--- src/nfc_regs.vh ---
// Register offsets, field positions, reset values and counts of the flash block
`ifndef NFC_REGS_VH
`define NFC_REGS_VH

// ---------------------------------------------------------------------------
// Register indices (byte address is four times the index)
// ---------------------------------------------------------------------------
`define NFC_PIN_ECC_IDX     16'h08c0
`define NFC_CFG_STAT_IDX    16'h08c2

// ---------------------------------------------------------------------------
// flash_pin_ecc_control fields
// ---------------------------------------------------------------------------
`define NFC_B_ECC_CLEAR     0
`define NFC_B_BUSY          1
`define NFC_B_ECC_ENABLE    2
`define NFC_B_CE1           3
`define NFC_B_CE0           4
`define NFC_B_CLE           5
`define NFC_B_ALE           6
`define NFC_B_WE            7
`define NFC_B_ECC_RD_SEL    8
`define NFC_B_CALC_START    9
`define NFC_B_ENC_DEC       10
`define NFC_B_INT_LATCH     11
`define NFC_F_HIGH_W        13:12
`define NFC_F_LOW_W         15:14
`define NFC_PIN_ECC_RST     16'h0000

// ---------------------------------------------------------------------------
// flash_config_status fields
// ---------------------------------------------------------------------------
`define NFC_B_CLK_EN        0
`define NFC_B_CODE_SEL      1
`define NFC_B_BUS_WIDE      2
`define NFC_B_CALC_IRQ_EN   6
`define NFC_B_RDY_IRQ_EN    7
`define NFC_F_ERR_CNT       11:10
`define NFC_F_CALC_STATE    15:12
`define NFC_CFG_STAT_RST    16'h0000

// ---------------------------------------------------------------------------
// Calculation states and timing counts
// ---------------------------------------------------------------------------
`define NFC_CALC_OK         4'h0
`define NFC_CALC_UNCORR     4'h1
`define NFC_CALC_ERRS       4'h2
`define NFC_CALC_RUNNING    4'h4
`define NFC_ECC_GUARD_CYC   5'h14
`define NFC_FILTER_LEN      4
`define NFC_CODE_W          80

`endif

--- src/nfc_strobe.v ---
// Read and write strobe timing generator for the flash data path
`timescale 1ns/1ns

module nfc_strobe (
  input  wire       clk,
  input  wire       rst_n,
  input  wire       run,
  input  wire       req,
  input  wire       write,
  input  wire       we_en,
  input  wire [1:0] high_w,
  input  wire [1:0] low_w,
  output reg        re_n,
  output reg        we_n,
  output wire       done
);

  // ---------------------------------------------------------------------------
  // States
  // ---------------------------------------------------------------------------
  localparam [2:0] ST_IDLE = 3'b001;
  localparam [2:0] ST_LOW  = 3'b010;
  localparam [2:0] ST_HIGH = 3'b100;

  reg [2:0] state;
  reg [1:0] cnt;
  reg       is_write;

  assign done = run & (state == ST_HIGH) & (cnt == 2'b00);

  // ---------------------------------------------------------------------------
  // Sequencer
  // ---------------------------------------------------------------------------
  always @(posedge clk or negedge rst_n) begin
    if (!rst_n) begin
      state    <= ST_IDLE;
      cnt      <= 2'b00;
      is_write <= 1'b0;
      re_n     <= 1'b1;
      we_n     <= 1'b1;
    end else if (run) begin
      case (state)
        ST_IDLE: begin
          if (req) begin
            state    <= ST_LOW;
            cnt      <= low_w;
            is_write <= write;
            re_n     <= write;
            // Without write enable the cycle runs but no write strobe leaves
            we_n     <= ~(write & we_en);
          end
        end
        ST_LOW: begin
          if (cnt == 2'b00) begin
            state <= ST_HIGH;
            cnt   <= high_w;
            re_n  <= 1'b1;
            we_n  <= 1'b1;
          end else begin
            cnt <= cnt - 2'b01;
          end
        end
        ST_HIGH: begin
          if (cnt == 2'b00) begin
            state <= ST_IDLE;
          end else begin
            cnt <= cnt - 2'b01;
          end
        end
        default: begin
          state <= ST_IDLE;
          re_n  <= 1'b1;
          we_n  <= 1'b1;
        end
      endcase
    end
  end

endmodule // nfc_strobe

--- src/nfc_ctrl.v ---
// Flash controller mode, pin and ECC control registers with APB access
//
// Register access over APB was left to the implementer.
`timescale 1ns/1ns
`include "nfc_regs.vh"

module nfc_ctrl (
  input  wire                    CLOCK,
  input  wire                    RST_N,
  input  wire                    CE,
  // APB slave
  input  wire                    PSEL,
  input  wire                    PENABLE,
  input  wire                    PWRITE,
  input  wire [15:0]             PADDR,
  input  wire [31:0]             PWDATA,
  input  wire [3:0]              PSTRB,
  output wire                    PREADY,
  output reg  [31:0]             PRDATA,
  output wire                    PSLVERR,
  // Flash pins
  input  wire                    FLASH_READY_BUSY_IN,
  output wire                    FLASH_CE0_N,
  output wire                    FLASH_CE1_N,
  output wire                    FLASH_CLE,
  output wire                    FLASH_ALE,
  output wire                    READ_STROBE_N,
  output wire                    WRITE_STROBE_N,
  output wire                    BUS_WIDE,
  // Data transfer requests
  input  wire                    XFER_REQ,
  input  wire                    XFER_WRITE,
  output wire                    XFER_DONE,
  // ECC generator control
  output wire                    ECC_ENABLE,
  output wire                    CODE_SELECT,
  output reg                     HAMMING_CLEAR,
  output reg                     RS_CLEAR,
  output wire                    ECC_READ_SELECT,
  output wire                    ENCODE_DECODE,
  input  wire [`NFC_CODE_W-1:0]  GEN_CODE,
  // Error calculator
  output reg  [`NFC_CODE_W-1:0]  CALC_CODE,
  output reg                     CALC_START,
  input  wire                    CALC_END,
  input  wire                    CALC_UNCORR,
  input  wire                    CALC_ERR_FOUND,
  input  wire [1:0]              CALC_ERR_NUM,
  // Interrupt requests
  output reg                     READY_IRQ,
  output reg                     CALC_END_IRQ
);

  // ---------------------------------------------------------------------------
  // Decode helpers
  // ---------------------------------------------------------------------------
  function hit;
    input [15:0] addr;
    input [15:0] idx;
    begin
      hit = (addr == {idx[13:0], 2'b00});
    end
  endfunction

  reg  [15:0] pin_ecc;
  reg  [15:0] cfg;
  reg  [3:0]  calc_state;
  reg  [1:0]  error_count;
  reg  [`NFC_FILTER_LEN-1:0] rb_hist;
  reg         flt_ready;
  reg  [4:0]  guard_cnt;
  reg         start_pend;

  wire run      = CE & cfg[`NFC_B_CLK_EN];
  wire setup    = CE & PSEL & ~PENABLE;
  wire access   = CE & PSEL & PENABLE;
  wire sel_pin  = hit(PADDR, `NFC_PIN_ECC_IDX);
  wire sel_cfg  = hit(PADDR, `NFC_CFG_STAT_IDX);
  wire mapped   = sel_pin | sel_cfg;
  wire wr_pin   = access & PWRITE & sel_pin;
  wire wr_cfg   = access & PWRITE & sel_cfg;
  wire guard_on = (guard_cnt != 5'h00);
  wire flt_busy = ~flt_ready;
  wire rd_done;

  assign PREADY  = CE;
  assign PSLVERR = PSEL & PENABLE & ~mapped;

  // ---------------------------------------------------------------------------
  // Pin outputs
  // ---------------------------------------------------------------------------
  wire [1:0] ce_bits = {pin_ecc[`NFC_B_CE1], pin_ecc[`NFC_B_CE0]};
  wire [1:0] ce_pins;
  genvar g;
  generate
    for (g = 0; g < 2; g = g + 1) begin : g_ce
      assign ce_pins[g] = ~ce_bits[g];
    end
  endgenerate
  assign FLASH_CE0_N = ce_pins[0];
  assign FLASH_CE1_N = ce_pins[1];
  assign FLASH_CLE   = pin_ecc[`NFC_B_CLE];
  assign FLASH_ALE   = pin_ecc[`NFC_B_ALE];
  assign BUS_WIDE    = cfg[`NFC_B_BUS_WIDE];

  assign ECC_ENABLE      = pin_ecc[`NFC_B_ECC_ENABLE];
  assign CODE_SELECT     = cfg[`NFC_B_CODE_SEL];
  assign ECC_READ_SELECT = pin_ecc[`NFC_B_ECC_RD_SEL];
  assign ENCODE_DECODE   = pin_ecc[`NFC_B_ENC_DEC];

  // ---------------------------------------------------------------------------
  // Register writes
  // ---------------------------------------------------------------------------
  // Clear and start bits are actions, never stored
  always @(posedge CLOCK or negedge RST_N) begin
    if (!RST_N) begin
      pin_ecc <= `NFC_PIN_ECC_RST;
      cfg     <= `NFC_CFG_STAT_RST;
    end else if (CE) begin
      if (wr_pin) begin
        if (PSTRB[0]) begin
          pin_ecc[7:2] <= PWDATA[7:2];
        end
        if (PSTRB[1]) begin
          pin_ecc[15:10] <= PWDATA[15:10];
          pin_ecc[`NFC_B_ECC_RD_SEL] <= PWDATA[`NFC_B_ECC_RD_SEL];
        end
      end
      if (wr_cfg && PSTRB[0]) begin
        cfg[`NFC_B_CLK_EN]      <= PWDATA[`NFC_B_CLK_EN];
        cfg[`NFC_B_CODE_SEL]    <= PWDATA[`NFC_B_CODE_SEL];
        cfg[`NFC_B_BUS_WIDE]    <= PWDATA[`NFC_B_BUS_WIDE];
        cfg[`NFC_B_CALC_IRQ_EN] <= PWDATA[`NFC_B_CALC_IRQ_EN];
        cfg[`NFC_B_RDY_IRQ_EN]  <= PWDATA[`NFC_B_RDY_IRQ_EN];
      end
    end
  end

  // ---------------------------------------------------------------------------
  // Register reads
  // ---------------------------------------------------------------------------
  // Data captured in the setup phase so it stands through the access phase
  always @(posedge CLOCK or negedge RST_N) begin
    if (!RST_N) begin
      PRDATA <= 32'h0000_0000;
    end else if (setup) begin
      if (sel_pin) begin
        PRDATA <= {16'h0000, pin_ecc[15:10], 1'b0,
                   pin_ecc[`NFC_B_ECC_RD_SEL], pin_ecc[7:2],
                   flt_busy, 1'b0};
      end else if (sel_cfg) begin
        PRDATA <= {16'h0000, calc_state, error_count,
                   2'b00, cfg[7:6], 3'b000, cfg[2:0]};
      end else begin
        PRDATA <= 32'h0000_0000;
      end
    end
  end

  // ---------------------------------------------------------------------------
  // ECC clear actions
  // ---------------------------------------------------------------------------
  wire clr_req = wr_pin & PSTRB[0] & PWDATA[`NFC_B_ECC_CLEAR];

  always @(posedge CLOCK or negedge RST_N) begin
    if (!RST_N) begin
      HAMMING_CLEAR <= 1'b0;
      RS_CLEAR      <= 1'b0;
    end else if (CE) begin
      // Enable is sampled as stored before this write
      HAMMING_CLEAR <= clr_req & pin_ecc[`NFC_B_ECC_ENABLE]
                       & ~cfg[`NFC_B_CODE_SEL];
      RS_CLEAR      <= clr_req & pin_ecc[`NFC_B_ECC_ENABLE]
                       & cfg[`NFC_B_CODE_SEL];
    end
  end

  // ---------------------------------------------------------------------------
  // Ready/busy noise filter and ready interrupt
  // ---------------------------------------------------------------------------
  // The flag moves only after the pin holds a level for the whole window,
  // so software must allow that latency before polling
  always @(posedge CLOCK or negedge RST_N) begin
    if (!RST_N) begin
      rb_hist   <= {`NFC_FILTER_LEN{1'b1}};
      flt_ready <= 1'b1;
      READY_IRQ <= 1'b0;
    end else if (run) begin
      rb_hist <= {rb_hist[`NFC_FILTER_LEN-2:0], FLASH_READY_BUSY_IN};
      if (&rb_hist) begin
        flt_ready <= 1'b1;
      end else if (~|rb_hist) begin
        flt_ready <= 1'b0;
      end
      READY_IRQ <= (&rb_hist) & ~flt_ready
                   & cfg[`NFC_B_RDY_IRQ_EN];
    end else if (CE) begin
      // Controller clock off: no pulse, but a low CE still freezes it
      READY_IRQ <= 1'b0;
    end
  end

  // ---------------------------------------------------------------------------
  // Strobe generator
  // ---------------------------------------------------------------------------
  // No access begins during the guard after a stored-ECC read
  wire xfer_go = XFER_REQ & ~guard_on;

  nfc_strobe u_strobe (
    .clk    (CLOCK),
    .rst_n  (RST_N),
    .run    (run),
    .req    (xfer_go),
    .write  (XFER_WRITE),
    .we_en  (pin_ecc[`NFC_B_WE]),
    .high_w (pin_ecc[`NFC_F_HIGH_W]),
    .low_w  (pin_ecc[`NFC_F_LOW_W]),
    .re_n   (READ_STROBE_N),
    .we_n   (WRITE_STROBE_N),
    .done   (XFER_DONE)
  );

  assign rd_done = XFER_DONE & ~XFER_WRITE;

  // ---------------------------------------------------------------------------
  // Guard after a stored-ECC read
  // ---------------------------------------------------------------------------
  always @(posedge CLOCK or negedge RST_N) begin
    if (!RST_N) begin
      guard_cnt <= 5'h00;
    end else if (run) begin
      if (rd_done && pin_ecc[`NFC_B_ECC_RD_SEL]) begin
        guard_cnt <= `NFC_ECC_GUARD_CYC;
      end else if (guard_on) begin
        guard_cnt <= guard_cnt - 5'h01;
      end
    end
  end

  // ---------------------------------------------------------------------------
  // Error calculation start and status
  // ---------------------------------------------------------------------------
  wire start_req = wr_pin & PSTRB[1] & PWDATA[`NFC_B_CALC_START];
  wire start_now = start_pend & run & ~guard_on;

  always @(posedge CLOCK or negedge RST_N) begin
    if (!RST_N) begin
      start_pend   <= 1'b0;
      CALC_START   <= 1'b0;
      calc_state   <= `NFC_CALC_OK;
      error_count  <= 2'b00;
      CALC_END_IRQ <= 1'b0;
    end else if (CE) begin
      // A new request is kept even if it lands on the launch cycle
      start_pend   <= start_req | (start_pend & ~start_now);
      CALC_START   <= start_now;
      CALC_END_IRQ <= 1'b0;
      if (start_now) begin
        calc_state <= `NFC_CALC_RUNNING;
      end else if (run && CALC_END) begin
        if (CALC_UNCORR) begin
          calc_state <= `NFC_CALC_UNCORR;
        end else if (CALC_ERR_FOUND) begin
          calc_state <= `NFC_CALC_ERRS;
        end else begin
          calc_state <= `NFC_CALC_OK;
        end
        error_count  <= CALC_ERR_NUM;
        CALC_END_IRQ <= cfg[`NFC_B_CALC_IRQ_EN];
      end
    end
  end

  // ---------------------------------------------------------------------------
  // Intermediate code hand-off to the calculator
  // ---------------------------------------------------------------------------
  // Holding the code lets the generator start the next page while the
  // calculator is still busy on this one
  always @(posedge CLOCK or negedge RST_N) begin
    if (!RST_N) begin
      CALC_CODE <= {`NFC_CODE_W{1'b0}};
    end else if (run && !pin_ecc[`NFC_B_INT_LATCH]) begin
      CALC_CODE <= GEN_CODE;
    end
  end

endmodule // nfc_ctrl

--- config.mk ---
export PLATFORM = sky130hd
export DESIGN_NAME = nfc_ctrl
export DESIGN_NICKNAME = d
export VERILOG_FILES = /design/src/nfc_strobe.v /design/src/nfc_ctrl.v
export VERILOG_INCLUDE_DIRS = /design/src
export SDC_FILE = /design/constraint.sdc
export NUM_CORES = 1
export LEC_CHECK = 0
export BUFFER_PORTS_ARGS = -buffer_cell sky130_fd_sc_hd__buf_2
export CAP_MARGIN = 5
export CORE_ASPECT_RATIO = 1.5
export CORE_MARGIN = 2
export CORE_UTILIZATION = 50
export CTS_CLUSTER_DIAMETER = 150
export DETAILED_ROUTE_END_ITERATION = 10
export MAX_ROUTING_LAYER = met4
export PLACE_DENSITY = 0.95
export SYNTH_ARGS = -nofsm -noshare
export SYNTH_HDL_FRONTEND = slang
export SYNTH_SLANG_ARGS = --single-unit
--- constraint.sdc ---
create_clock -name CLOCK -period 6.5 [get_ports CLOCK]
set_input_delay 0.325 -clock CLOCK [delete_from_list [all_inputs] [get_ports CLOCK]]
set_output_delay 0.325 -clock CLOCK [all_outputs]
set_load 0.03 [all_outputs]
After elaboration in Yosys (flattened, before gate mapping)
Cells that the tools add are included.

word-level totals
  register bits after elaboration = 159
  bits of input ports = 146
  output and inout bits = 131
  word-level logic and storage cells = 123

operators by class
  add/sub/neg operators = 2
  eq/ne operators = 10
  multiplexer cells = 27
  bitwise operators = 39
  reductions and logical operators = 23

operators by type and width
  cell                    number
  $eq A16 B14 Y1 const B  2
  $mux W16                2
  $and A1 B1 Y1           26
  $reduce_and A4 Y1       4
  $not A1 Y1              11
  $mux W2                 5
  $mux W5                 2
  $mux W1                 9
  $mux W3                 3
  $pmux W3 S3             1
  $reduce_and A3 Y1       3
  $mux W4                 2
  $reduce_and A2 Y1       4
  $ne A2 B2 Y1 const B    3
  $pmux W1 S3             2
  $pmux W2 S3             1
  $reduce_bool A2 Y1      3
  $reduce_bool A5 Y1      1
  $sub A5 B1 Y5 const B   1
  $logic_and A1 B1 Y1     4
  $ne A2 B1 Y1 const B    2
  $reduce_or A4 Y1        1
  $eq A3 B1 Y1 const B    1
  $eq A3 B2 Y1 const B    1
  6 further kinds         7

Depth between registers and ports, before layout
Gate-level depths: netlist (run 1).

  word-level depth = 8
  mapped depth = 6
  mapped depth without buffers = 6

Hierarchy
From an unflattened synthesis (run 1), not the netlist that was laid out.

unflattened totals
  cells, all modules = 452
  area total of the unflattened synthesis = 6,019.5 µm²

modules (own cells, without submodules)
  module      instances  cells an instance  area each (µm²)  seq. area each (µm²)
  nfc_ctrl    1          398                5,492.8          3,359.5
  nfc_strobe  1          54                 526.8            178.9

Least setup slack after synthesis (run 1)
No wires, ideal clock.

  path kind = flip-flop to flip-flop
  start = reg u_strobe.cnt[0]
  end = reg guard_cnt[1]
  library setup time = 126 ps
  data arrival time = 2,154 ps
  data required time = 6,374 ps
  slack = 4,220 ps
  cell stages (with the launch flop) = 7
  path buffers = 0
  clock period less this slack = 2,280 ps
  path through = dfrtp_1 -> inv_1 -> ha_1 -> inv_1 -> nor4_1 -> and3_1 -> a211oi_1

between the ends
  longest elaborated chain between the ends = 6
  elaborated cells on any way between the ends = 7
  those cells by class = mux (1); bitwise (2); reduce/logical (4)

RTL lines
  item                                 line             source
  start: declaration                   nfc_strobe.v:26  reg [1:0] cnt;
  start signal: assignment             nfc_strobe.v:46  cnt <= low_w;
  start signal: assignment             nfc_strobe.v:56  cnt <= high_w;
  start signal: assignment             nfc_strobe.v:60  cnt <= cnt - 2'b01;
  $logic_not A2 Y1 *                   nfc_strobe.v:29  assign done = run & (state == ST_HIGH) & (cnt == 2'b00);
  $and A1 B1 Y1 *                      nfc_strobe.v:29
  via XFER_DONE                        nfc_ctrl.v:33    output wire XFER_DONE,
  $and A1 B1 Y1 *                      nfc_ctrl.v:223   assign rd_done = XFER_DONE & ~XFER_WRITE;
  $logic_and A1 B1 Y1 *                nfc_ctrl.v:232   if (rd_done && pin_ecc[`NFC_B_ECC_RD_SEL]) begin
  $reduce_bool A2 Y1 (no source line)  --
  $reduce_and A2 Y1 (no source line)   --
  end signal: assignment               nfc_ctrl.v:233   guard_cnt <= `NFC_ECC_GUARD_CYC;
  end signal: assignment               nfc_ctrl.v:235   guard_cnt <= guard_cnt - 5'h01;
  end: declaration                     nfc_ctrl.v:71    reg [4:0] guard_cnt;

Mark *: on every way through the listed nets, which the timed path passes. The rest lies on a longest branch.
A chain may end at the register's enable or synchronous reset.

Worst setup path in the final report (run 1)
  start = reg cfg[0]
  end = reg CALC_CODE[46]

between the ends
  longest elaborated chain between the ends = 2

RTL lines
  item                              line            source
  start: declaration                nfc_ctrl.v:66   reg [15:0] cfg;
  start signal: assignment          nfc_ctrl.v:118  cfg <= `NFC_CFG_STAT_RST;
  start signal: indexed assignment  nfc_ctrl.v:130  cfg[`NFC_B_CLK_EN] <= PWDATA[`NFC_B_CLK_EN];
  start signal: indexed assignment  nfc_ctrl.v:131  cfg[`NFC_B_CODE_SEL] <= PWDATA[`NFC_B_CODE_SEL];
  $and A1 B1 Y1                     nfc_ctrl.v:74   wire run = CE & cfg[`NFC_B_CLK_EN];
  $logic_and A1 B1 Y1               nfc_ctrl.v:282  end else if (run && !pin_ecc[`NFC_B_INT_LATCH]) begin
  end signal: assignment            nfc_ctrl.v:281  CALC_CODE <= {`NFC_CODE_W{1'b0}};
  end: declaration                  nfc_ctrl.v:43   output reg [`NFC_CODE_W-1:0] CALC_CODE,

No other way between the ends.

==> flow_metrics.py, run 1 <==
metrics = {
    "timing": {
        "period_minus_slack_ps": 2301,
        "fin_crit_sh_pct": 35.40,
        "skew_ps": 8.366,
        "relSlewSlack_pct": 30.82,
        "fin_setup_tns_ps": 0,
        "final_hold_viol_count": 0,
        "drv_slew": 0,
        "worst_slew_pin_slew_ps": 1038,
        "fmax_mhz": 434.6,
        "grt_setup_unrepaired": "false",
        "setup_viol": 0,
    },
    "critical_path": {
        "crit_path_max_fanout": 80,
        "timing.rr.start": "cfg[0]$_DFFE_PN0P_",
        "timing.rr.end": "CALC_CODE[46]$_DFFE_PN0P_",
        "critPathCaptureType": "register",
        "ff2ff_setup_slack_ps": 4200,
        "cp-start-kind": "register",
        "r2r_cells": 3,
        "crit_required_ps": 6790,
        "worstSetupPathType": "reg2reg",
        "cp_cell_sequence": "and2_1 -> nand2b_4 -> mux2_2",
        "arrival_ps": 2590,
        "critPathMaxStageDelay_ps": 630,
        "critPathSlowestCell": "nand2b_4",
    },
    "synthesis": {
        "postSynth.asyncResetShare_pct": 100.0,
        "syn_avg_cell_area_um2": 13.11,
        "synth-xor-area-share_pct": 0.5886,
        "synth-edff-count": 0,
        "yosysSeqAreaShare_pct": 59.45,
        "muxShareOfSynthArea_pct": 20.81,
        "synth_fa_ha_area_share_pct": 0.4204,
        "yosys_warnings": 0,
        "ys_types": 50,
        "synth_compound_area_share_pct": 5.781,
        "yosysMostFrequentCell": "dfrtp_1",
        "synthFlopType": "dfrtp_1",
        "synth_top_family_by_area": "multiplexers",
        "ys_top_cells_by_count": "133 x dfrtp_1, 102 x mux2_2, 43 x nand2_1",
        "ys_seq_elements": 141,
        "synth_area_leaders": "dfrtp_1 56%, mux2_2 19%, dfstp_2 3.5%",
        "yosys.area_share.simple_pct": 8.472,
        "synth_top_area_share_pct": 55.92,
        "synthCells": 454,
        "synth_area_mm2": 0.005952,
        "synth.largest_area_cell": "dfrtp_1",
    },
    "power_and_ir_drop": {
        "power_per_cell_area_mw_per_mm2": 250.1,
        "power.leakage_nw": 4.425,
        "peakVddDrop_mv": 0.1797,
    },
    "clocking": {
        "clk_latency_ps": 410,
        "cts_sinks": 141,
        "cts.repair.resized": 0,
        "tritoncts": "done",
        "clock_path_buffers": 2,
        "path_clk_slew_ps": 60,
        "cts_setup_buffers": 0,
        "postCtsHoldBufs": 1,
        "htreeDepth": 4,
        "ctsRootBufferMaster": "clkbuf_16",
        "cts_buffers": 17,
    },
    "hold_path": {
        "worstHoldPathType": "in2reg",
        "min_to": "u_strobe.we_n$_DFFE_PN1P_",
        "min_from": "XFER_WRITE",
        "min_path_cells": 2,
    },
    "die": {
        "core_mm2": 0.01159,
        "die_w_um": 93.09,
        "row_count": 48,
        "die_h_um": 137.6,
        "initial_utilization_pct": 51.35,
        "dieArea_mm2": 0.01281,
        "num_io_pins": 277,
    },
    "cells_and_area": {
        "drive_gt1_share_pct": 55.15,
        "fin_nets": 844,
        "syn_to_final_growth_pct": 31.93,
        "final_core_util_pct": 67.75,
        "fin_cells": 862,
    },
    "global_routing": {
        "antenna_found_initial": 3,
        "grt_max_degree": 81,
        "track_usage_pct": 23.95,
        "grt_first_pass_wirelength_um": 22920,
        "gr-total-overflow": 0,
        "grt_pass1_vias": 4879,
    },
    "drt": {
        "ant_nets": 0,
        "avgRoutedWirePerCell_um": 17.08,
        "drc": 0,
        "vias": 4506,
        "totalWireLength_um": 14730,
        "drtIter0Drc": 170,
        "drt_first_pass_iters": 4,
        "avgViaCountPerCell": 5.227,
    },
    "status": {
        "status": "finished, final reports clean",
    },
    "place": {
        "gp_congestion": 0.8470,
        "hpwlAfterDp_um": 10680,
        "dp.cells": 826,
        "place.port_buffers": 241,
    },
    "run": {
        "maxCapViolCount": 0,
    },
}
how the worst max path moves through the flow:
stage | cells past startpoint | endpoint | slack (ps) | from
2_1_floorplan | 6 | guard_cnt[1]$_DFFE_PN0P_ | 4220 | u_strobe.cnt[0]$_DFFE_PN0P_
3_3_place_gp | 5 | pin_ecc[15]$_DFFE_PN0P_ | 4130 | PADDR[4]
3_5_place_dp | 5 | ENCODE_DECODE$_DFFE_PN0P_ | 4110 | PADDR[4]
4_1_cts | 3 | CALC_CODE[39]$_DFFE_PN0P_ | 4200 | cfg[0]$_DFFE_PN0P_
5_1_grt | 6 | u_strobe.cnt[1]$_DFFE_PN0P_ | 3990 | guard_cnt[0]$_DFFE_PN0P_
6_report | 3 | CALC_CODE[46]$_DFFE_PN0P_ | 4200 | cfg[0]$_DFFE_PN0P_
layout make-up:
| cell class | instances | area, um2 |
|---|---|---|
| Multi-Input combinational cell | 277 | 2218 |
| Inverter | 16 | 60.06 |
| Tap cell | 150 | 187.7 |
| Timing Repair Buffer | 243 | 1230 |
| Antenna cell | 3 | 7.507 |
| Clock buffer | 19 | 432.9 |
| Clock inverter | 13 | 177.7 |
| Sequential cell | 141 | 3538 |
| Fill cell | 854 | 3739 |
report_power, final:
part           internal (mW)  switching, mW  total [mW]
clock network          0.614          0.389        1.00
logic                 0.0314         0.0508      0.0822
registers              0.878       0.000135       0.878
total                   1.52          0.440        1.96
layout by cell type, fill, tap and decap left out, drive strengths merged, types with 8 or more instances in the layout:
cell,n
o21ai,19
inv,22
clkbuf,19
mux2i,9
nand2,43
dfstp,8
buf,242
dfrtp,133
nand3,9
conb,17
mux2,102
worst max-delay path: cells and delay by family (launching register included):
| family | cells | cell delay [ps] |
|---|---|---|
| mux | 1 | 530 |
| simple gates | 2 | 1120 |
| flops | 1 | 460 |
per-layer routing:
| layer | routed length (um) | global-route usage, % | up-vias |
|---|---|---|---|
| met5 | 0 | - | - |
| met4 | 438 | 11.11 | 0 |
| met3 | 964 | 6.291 | 34 |
| met2 | 8216 | 42.71 | 217 |
| met1 | 5106 | 24.45 | 2199 |
| li1 | - | - | 2056 |
through the flow:
step	power [mW]	setup WS [ps]	hold WS [ps]	cell area (um2)
after floorplan	0.9253	4220	29.41	6012
after global placement	0.9739	4132	328.6	7224
after detailed placement	0.9767	4114	332.9	7224
after CTS	1.979	4198	89.80	7845
after global routing	2.023	3987	93.91	7853
final	1.964	4199	107.7	7853
logic make-up (layout without fill, tap and decap cells):
kind of cell,after synthesis,count (layout)
compound gates,51,51
xor+xnor,4,4
fa+ha+maj,2,2
buf+inv,52,291
flops,141,141
mux,111,111
other cells,1,20
simple gates,92,92
state kept, by name, indices dropped and copies added (netlist names), 2 cells and up:
name and count:
guard_cnt 5, calc_state 3, pin_ecc 6, rb_hist 4
cfg 3, u_strobe.state 3, PRDATA 15, CALC_CODE 80
error_count 2, ce_bits 2, u_strobe.cnt 2
Power figures use the tool's default switching activity.
==> run 2: changes to the inputs <==
- CORE_UTILIZATION: 50 -> 42
- PLACE_DENSITY: 0.95 -> 0.86
- clock period: 6.5 -> 1.85 ns (I/O delays scaled with it)
==> flow_metrics.py, run 2 (synthesized netlist as in run 1, its figures left out) <==
metrics = {
    "timing": {
        "drv_slew": 0,
        "relSlewSlack_pct": 65.28,
        "final_hold_viol_count": 0,
        "layout_setup_ws_ps": 37.64,
        "skew_ps": 12.89,
        "setup_viol": 0,
        "fin_setup_tns_ps": 0,
        "grt_setup_unrepaired": "true",
        "fmax_mhz": 551.8,
        "fin_crit_sh_pct": 97.97,
        "worst_slew_pin_slew_ps": 520.9,
        "period_minus_slack_ps": 1812,
    },
    "power_and_ir_drop": {
        "power_per_cell_area_mw_per_mm2": 747.6,
        "peakVddDrop_mv": 0.5242,
        "power.leakage_nw": 4.994,
        "power.total_mw": 6.885,
    },
    "die": {
        "num_io_pins": 277,
        "die_w_um": 101.2,
        "row_count": 53,
        "initial_utilization_pct": 42.74,
        "die_h_um": 149.8,
        "core_mm2": 0.01393,
        "dieArea_mm2": 0.01516,
    },
    "clocking": {
        "cts_buffers": 17,
        "htreeDepth": 4,
        "cts_sinks": 141,
        "tritoncts": "done",
        "clock_path_buffers": 2,
        "ctsRootBufferMaster": "clkbuf_16",
        "clk_latency_ps": 410,
        "path_clk_slew_ps": 60,
    },
    "status": {
        "status": "finished, final reports clean",
    },
    "hold_path": {
        "worstHoldPathType": "in2reg",
    },
    "cells_and_area": {
        "largest_register": "CALC_CODE",
        "largest_reg_flops": 80,
        "fin_area_mm2": 0.009209,
        "layout_common_cells": "239 x buf_2, 132 x dfrtp_1, 103 x dlygate4sd3_1",
        "reg_top3": "CALC_CODE: 80 flops, PRDATA: 15 flops, pin_ecc: 6 flops",
        "fin_nets": 976,
        "drive_gt1_share_pct": 51.73,
        "syn_to_final_growth_pct": 54.72,
        "fin_cells": 1005,
        "final_common_cell": "buf_2",
    },
    "drt": {
        "drt_first_pass_iters": 4,
        "drtIter0Drc": 120,
        "avgRoutedWirePerCell_um": 16.89,
        "vias": 5013,
        "totalWireLength_um": 16980,
        "drc": 0,
        "avgViaCountPerCell": 4.988,
        "ant_nets": 0,
    },
    "global_routing": {
        "track_usage_pct": 22.87,
        "antenna_found_initial": 1,
        "gr-total-overflow": 0,
        "grt_pass1_vias": 5308,
        "grt_max_degree": 55,
        "grt_first_pass_wirelength_um": 25850,
    },
    "critical_path": {
        "arrival_ps": 2100,
        "cp-start-kind": "register",
        "critPathMaxStageDelay_ps": 470,
        "crit_required_ps": 2140,
        "worstSetupPathType": "reg2reg",
        "cp_top_family": "simple AND/OR/NAND/NOR gates",
        "crit_path_max_fanout": 3,
        "critPathCaptureType": "register",
        "path_buf_inv": 1,
        "cp_cell_sequence": "inv_2 -> ha_4 -> or4b_4 -> o22ai_4 -> nand2_1 -> mux2_2",
        "critPathSlowestCell": "or4b_4",
    },
    "place": {
        "hpwlAfterDp_um": 10920,
        "pre_cts_ws_ps": -165.2,
        "place_area_mm2": 0.007521,
        "gp_congestion": 0.8336,
        "place.port_buffers": 241,
        "dp.cells": 868,
    },
    "run": {
        "maxCapViolCount": 0,
    },
}
## run 2: changes by cell type in the layout (fill, tap and decap cells not counted), sizes merged
cell	delta
dlygate4sd3	+102
buf	+30
inv	-5
clkinv	+3
clkinvlp	+2
diode	-2
bufinv	-1
clkbuf	-1
## run 2: cell type report
type / instances / area (um2)
diodes: 1 / 2.502
clock buffers: 18 / 429.2
clock inverters: 12 / 142.6
fillers: 1002 / 4717
inverters: 16 / 60.06
multi-input cells: 277 / 2305
flip-flops and latches: 141 / 3540
well taps: 165 / 206.4
repair buffers: 375 / 2524
## run 2: metrics by stage
stage / utilization [%] / hold WS (ps)
after floorplan: - / -203.1
after global placement: 54.01 / 78.78
after detailed placement: 54.01 / 84.27
after CTS: 65.79 / 19.25
after global routing: 66.13 / 35.23
final: 66.13 / 45.94
## run 2: final timing paths
path / from / slack, ps / cells after the start / to
min reg2reg: rb_hist[3]$_DFFE_PN1N_ / 470 / 2 / rb_hist[3]$_DFFE_PN1N_
min: CALC_END / 50 / 3 / calc_state[0]$_DFFE_PN0P_
max: guard_cnt[0]$_DFFE_PN0P_ / 40 / 6 / u_strobe.cnt[0]$_DFFE_PN0P_
max reg2reg: guard_cnt[0]$_DFFE_PN0P_ / 40 / 6 / u_strobe.cnt[0]$_DFFE_PN0P_
max in group asynchronous: RST_N / 960 / 3 / BUS_WIDE$_DFFE_PN0P_
min in group asynchronous: RST_N / 220 / 2 / u_strobe.cnt[1]$_DFFE_PN0P_
## run 2: per-layer routing
metal / GRT usage (%) / vias up / routed length [um]
met1: 23.59 / 2458 / 6167
met4: 10.14 / 0 / 481
met5: - / - / 0
met2: 41.19 / 209 / 9498
li1: - / 2312 / -
met3: 4.717 / 34 / 830
## run 2: worst register-to-register path, cell delays in order, from the launching register on
cell	delay [ps]
dfrtp_1	400
inv_2	90
ha_4	140
or4b_4	470
o22ai_4	200
nand2_1	120
mux2_2	290
## run 2: timing repair
action / 4_1_cts / 5_1_grt
buffers inserted: 1 / 2
endpoints found under the setup margin: 13 / 11
pin swaps: 2 / 2
resized for setup: 8 / 8
hold buffers: 103 / 0
hold endpoints to repair: 153 / 0
## run 2: report_power, final
part | internal (mW) | total, mW | switching [mW] | leakage [nW]
sequential | 3.09 | 3.09 | 0.000512 | 1.93
clock | 1.98 | 3.32 | 1.33 | 0.265
combinational | 0.261 | 0.480 | 0.219 | 2.80
total | 5.33 | 6.88 | 1.55 | 4.99
==> run 3: changes to the inputs <==
--- a/constraint.sdc
+++ b/constraint.sdc
@@ -3,2 +3,2 @@
 set_output_delay 0.0925 -clock CLOCK [all_outputs]
-set_load 0.03 [all_outputs]
+set_load 0.005 [all_outputs]
==> flow_metrics.py, run 3 (synthesized netlist as in run 1, its figures left out) <==
metrics = {
    "die": {
        "die_w_um": 101.2,
        "initial_utilization_pct": 42.74,
        "core_mm2": 0.01393,
        "die_h_um": 149.8,
        "dieArea_mm2": 0.01516,
        "num_io_pins": 277,
        "row_count": 53,
    },
    "timing": {
        "fin_crit_sh_pct": 100.4,
        "drv_slew": 0,
        "grt_setup_unrepaired": "true",
        "worst_slew_pin_slew_ps": 545.5,
        "fmax_mhz": 538.5,
        "period_minus_slack_ps": 1857,
        "layout_setup_ws_ps": -7.055,
        "setup_viol": 4,
        "relSlewSlack_pct": 63.63,
        "final_hold_viol_count": 0,
        "skew_ps": 10.98,
    },
    "cells_and_area": {
        "fillers": 951,
        "final_common_cell": "buf_2",
        "fin_nets": 983,
        "syn_to_final_growth_pct": 56.70,
        "layout_common_cells": "240 x buf_2, 133 x dfrtp_1, 103 x dlygate4sd3_1",
        "drive_gt1_share_pct": 51.89,
        "final_core_util_pct": 66.97,
        "largest_reg_flops": 80,
        "largest_register": "CALC_CODE",
        "fin_cells": 1014,
        "reg_top3": "CALC_CODE: 80 flops, PRDATA: 15 flops, pin_ecc: 6 flops",
    },
    "global_routing": {
        "grt_first_pass_wirelength_um": 26650,
        "grt_max_degree": 59,
        "grt_pass1_vias": 5603,
        "track_usage_pct": 23.40,
        "antenna_found_initial": 0,
        "gr-total-overflow": 0,
    },
    "hold_path": {
        "min_from": "CALC_END",
        "worstHoldPathType": "in2reg",
    },
    "place": {
        "gp_congestion": 0.7805,
        "place.port_buffers": 241,
        "hpwlAfterDp_um": 10980,
        "dp.cells": 873,
    },
    "clocking": {
        "htreeDepth": 4,
        "tritoncts": "done",
        "ctsRootBufferMaster": "clkbuf_16",
        "clk_latency_ps": 410,
        "clock_path_buffers": 2,
        "path_clk_slew_ps": 60,
        "cts_buffers": 17,
        "cts_sinks": 141,
    },
    "drt": {
        "totalWireLength_um": 17130,
        "drtIter0Drc": 120,
        "avgViaCountPerCell": 5.065,
        "drc": 0,
        "drt_first_pass_iters": 4,
        "vias": 5136,
        "ant_nets": 0,
        "avgRoutedWirePerCell_um": 16.89,
    },
    "critical_path": {
        "critPathLaunch": "guard_cnt[1]$_DFFE_PN0P_",
        "critPathCaptureType": "register",
        "critPathSlowestCell": "or4b_4",
        "critPathMaxStageDelay_ps": 490,
        "timing.rr.start": "guard_cnt[1]$_DFFE_PN0P_",
        "cp_cell_sequence": "inv_1 -> ha_2 -> or4b_4 -> o22ai_4 -> buf_6 -> o31ai_1 -> a32o_1",
        "worstSetupPathType": "reg2reg",
        "crit_required_ps": 2140,
        "crit_path_max_fanout": 4,
        "cp-start-kind": "register",
        "arrival_ps": 2150,
        "ff2ff_setup_slack_ps": -7,
    },
    "power_and_ir_drop": {
        "pwr-share-seq_pct": 43.4,
        "p_comb_share_pct": 6.2,
        "cell_internal_pwr_mw": 5.615,
        "switchingPower_mw": 1.490,
        "netSwitchingFraction_pct": 20.97,
        "power_per_cell_area_mw_per_mm2": 761.7,
        "power.total_mw": 7.104,
        "peakVddDrop_mv": 0.7640,
        "clkPwrFrac_pct": 50.3,
        "power.leakage_nw": 5.083,
    },
    "run": {
        "maxCapViolCount": 0,
    },
    "status": {
        "status": "finished with violations",
        "violations": "setup timing",
    },
}
run 3: metal layers:
layer  share of wire [%]  up-vias  track usage, %
met5                   0        -               -
met4                 3.6        0           10.88
met3                 5.5       55           4.998
met2                  56      252           41.72
met1                  35     2501           24.21
li1                    -     2328               -
run 3: timing repair:
item,4_1_cts,5_1_grt
pin swaps,2,4
endpoints found under the hold margin,149,0
setup buffers,1,4
endpoints found under the setup margin,3,9
gates cloned,0,0
resized for setup,3,9
hold buffers,103,0
run 3: final cells by class:
cell class / count / area (um2) / area share (%)
flip-flops and latches: 141 / 3538 / 37.94
inverters: 16 / 60.06 / 0.6439
multi-input cells: 277 / 2286 / 24.51
repair buffers: 382 / 2611 / 28.00
clock inverters: 13 / 188.9 / 2.026
well taps: 165 / 206.4 / 2.214
diodes: 1 / 2.502 / 0.02683
clock buffers: 19 / 432.9 / 4.642
run 3: path summary, 6_finish.rpt:
path                                                       to  depth (start not counted)
min in group asynchronous           CALC_CODE[25]$_DFFE_PN0P_                          2
worst max-delay path            u_strobe.state[2]$_DFFE_PN0P_                          7
worst min-delay path                calc_state[0]$_DFFE_PN0P_                          3
max in group asynchronous               PRDATA[1]$_DFFE_PN0P_                          3
worst min register to register         PRDATA[15]$_DFFE_PN0P_                          2
worst max register to register  u_strobe.state[2]$_DFFE_PN0P_                          7
run 3: power groups by stage:
| stage | clock [mW] | combinational, mW | sequential, mW |
|---|---|---|---|
| global route | 3.77 | 0.481 | 3.08 |
| detailed placement | 0 | 0.265 | 3.14 |
| finish | 3.58 | 0.441 | 3.09 |
| global placement | 0 | 0.259 | 3.14 |
| floorplan | 0 | 0.0646 | 3.14 |
| CTS | 3.64 | 0.434 | 3.09 |
run 3: worst max-delay path, delay by kind of cell (launching register included):
kind / cells / cell delay [ps]
AOI/OAI and AO/OA: 3 / 510
adders and majority gates: 1 / 180
buffers and inverters: 2 / 190
and+or+nand+nor: 1 / 490
DFF: 1 / 380
run 3: metrics by stage:
stage	setup slack, ps	hold slack, ps	instance area (um2)	TNS, ps
3_3_place_gp	-95.70	87.23	7581	-1587
5_1_grt	-76.98	83.33	9324	-428.8
4_1_cts	8.197	31.43	9258	0
6_report	-7.055	48.23	9326	-15.21
3_5_place_dp	-134.6	94.24	7581	-2164
2_1_floorplan	2.530	-203.1	6035	0
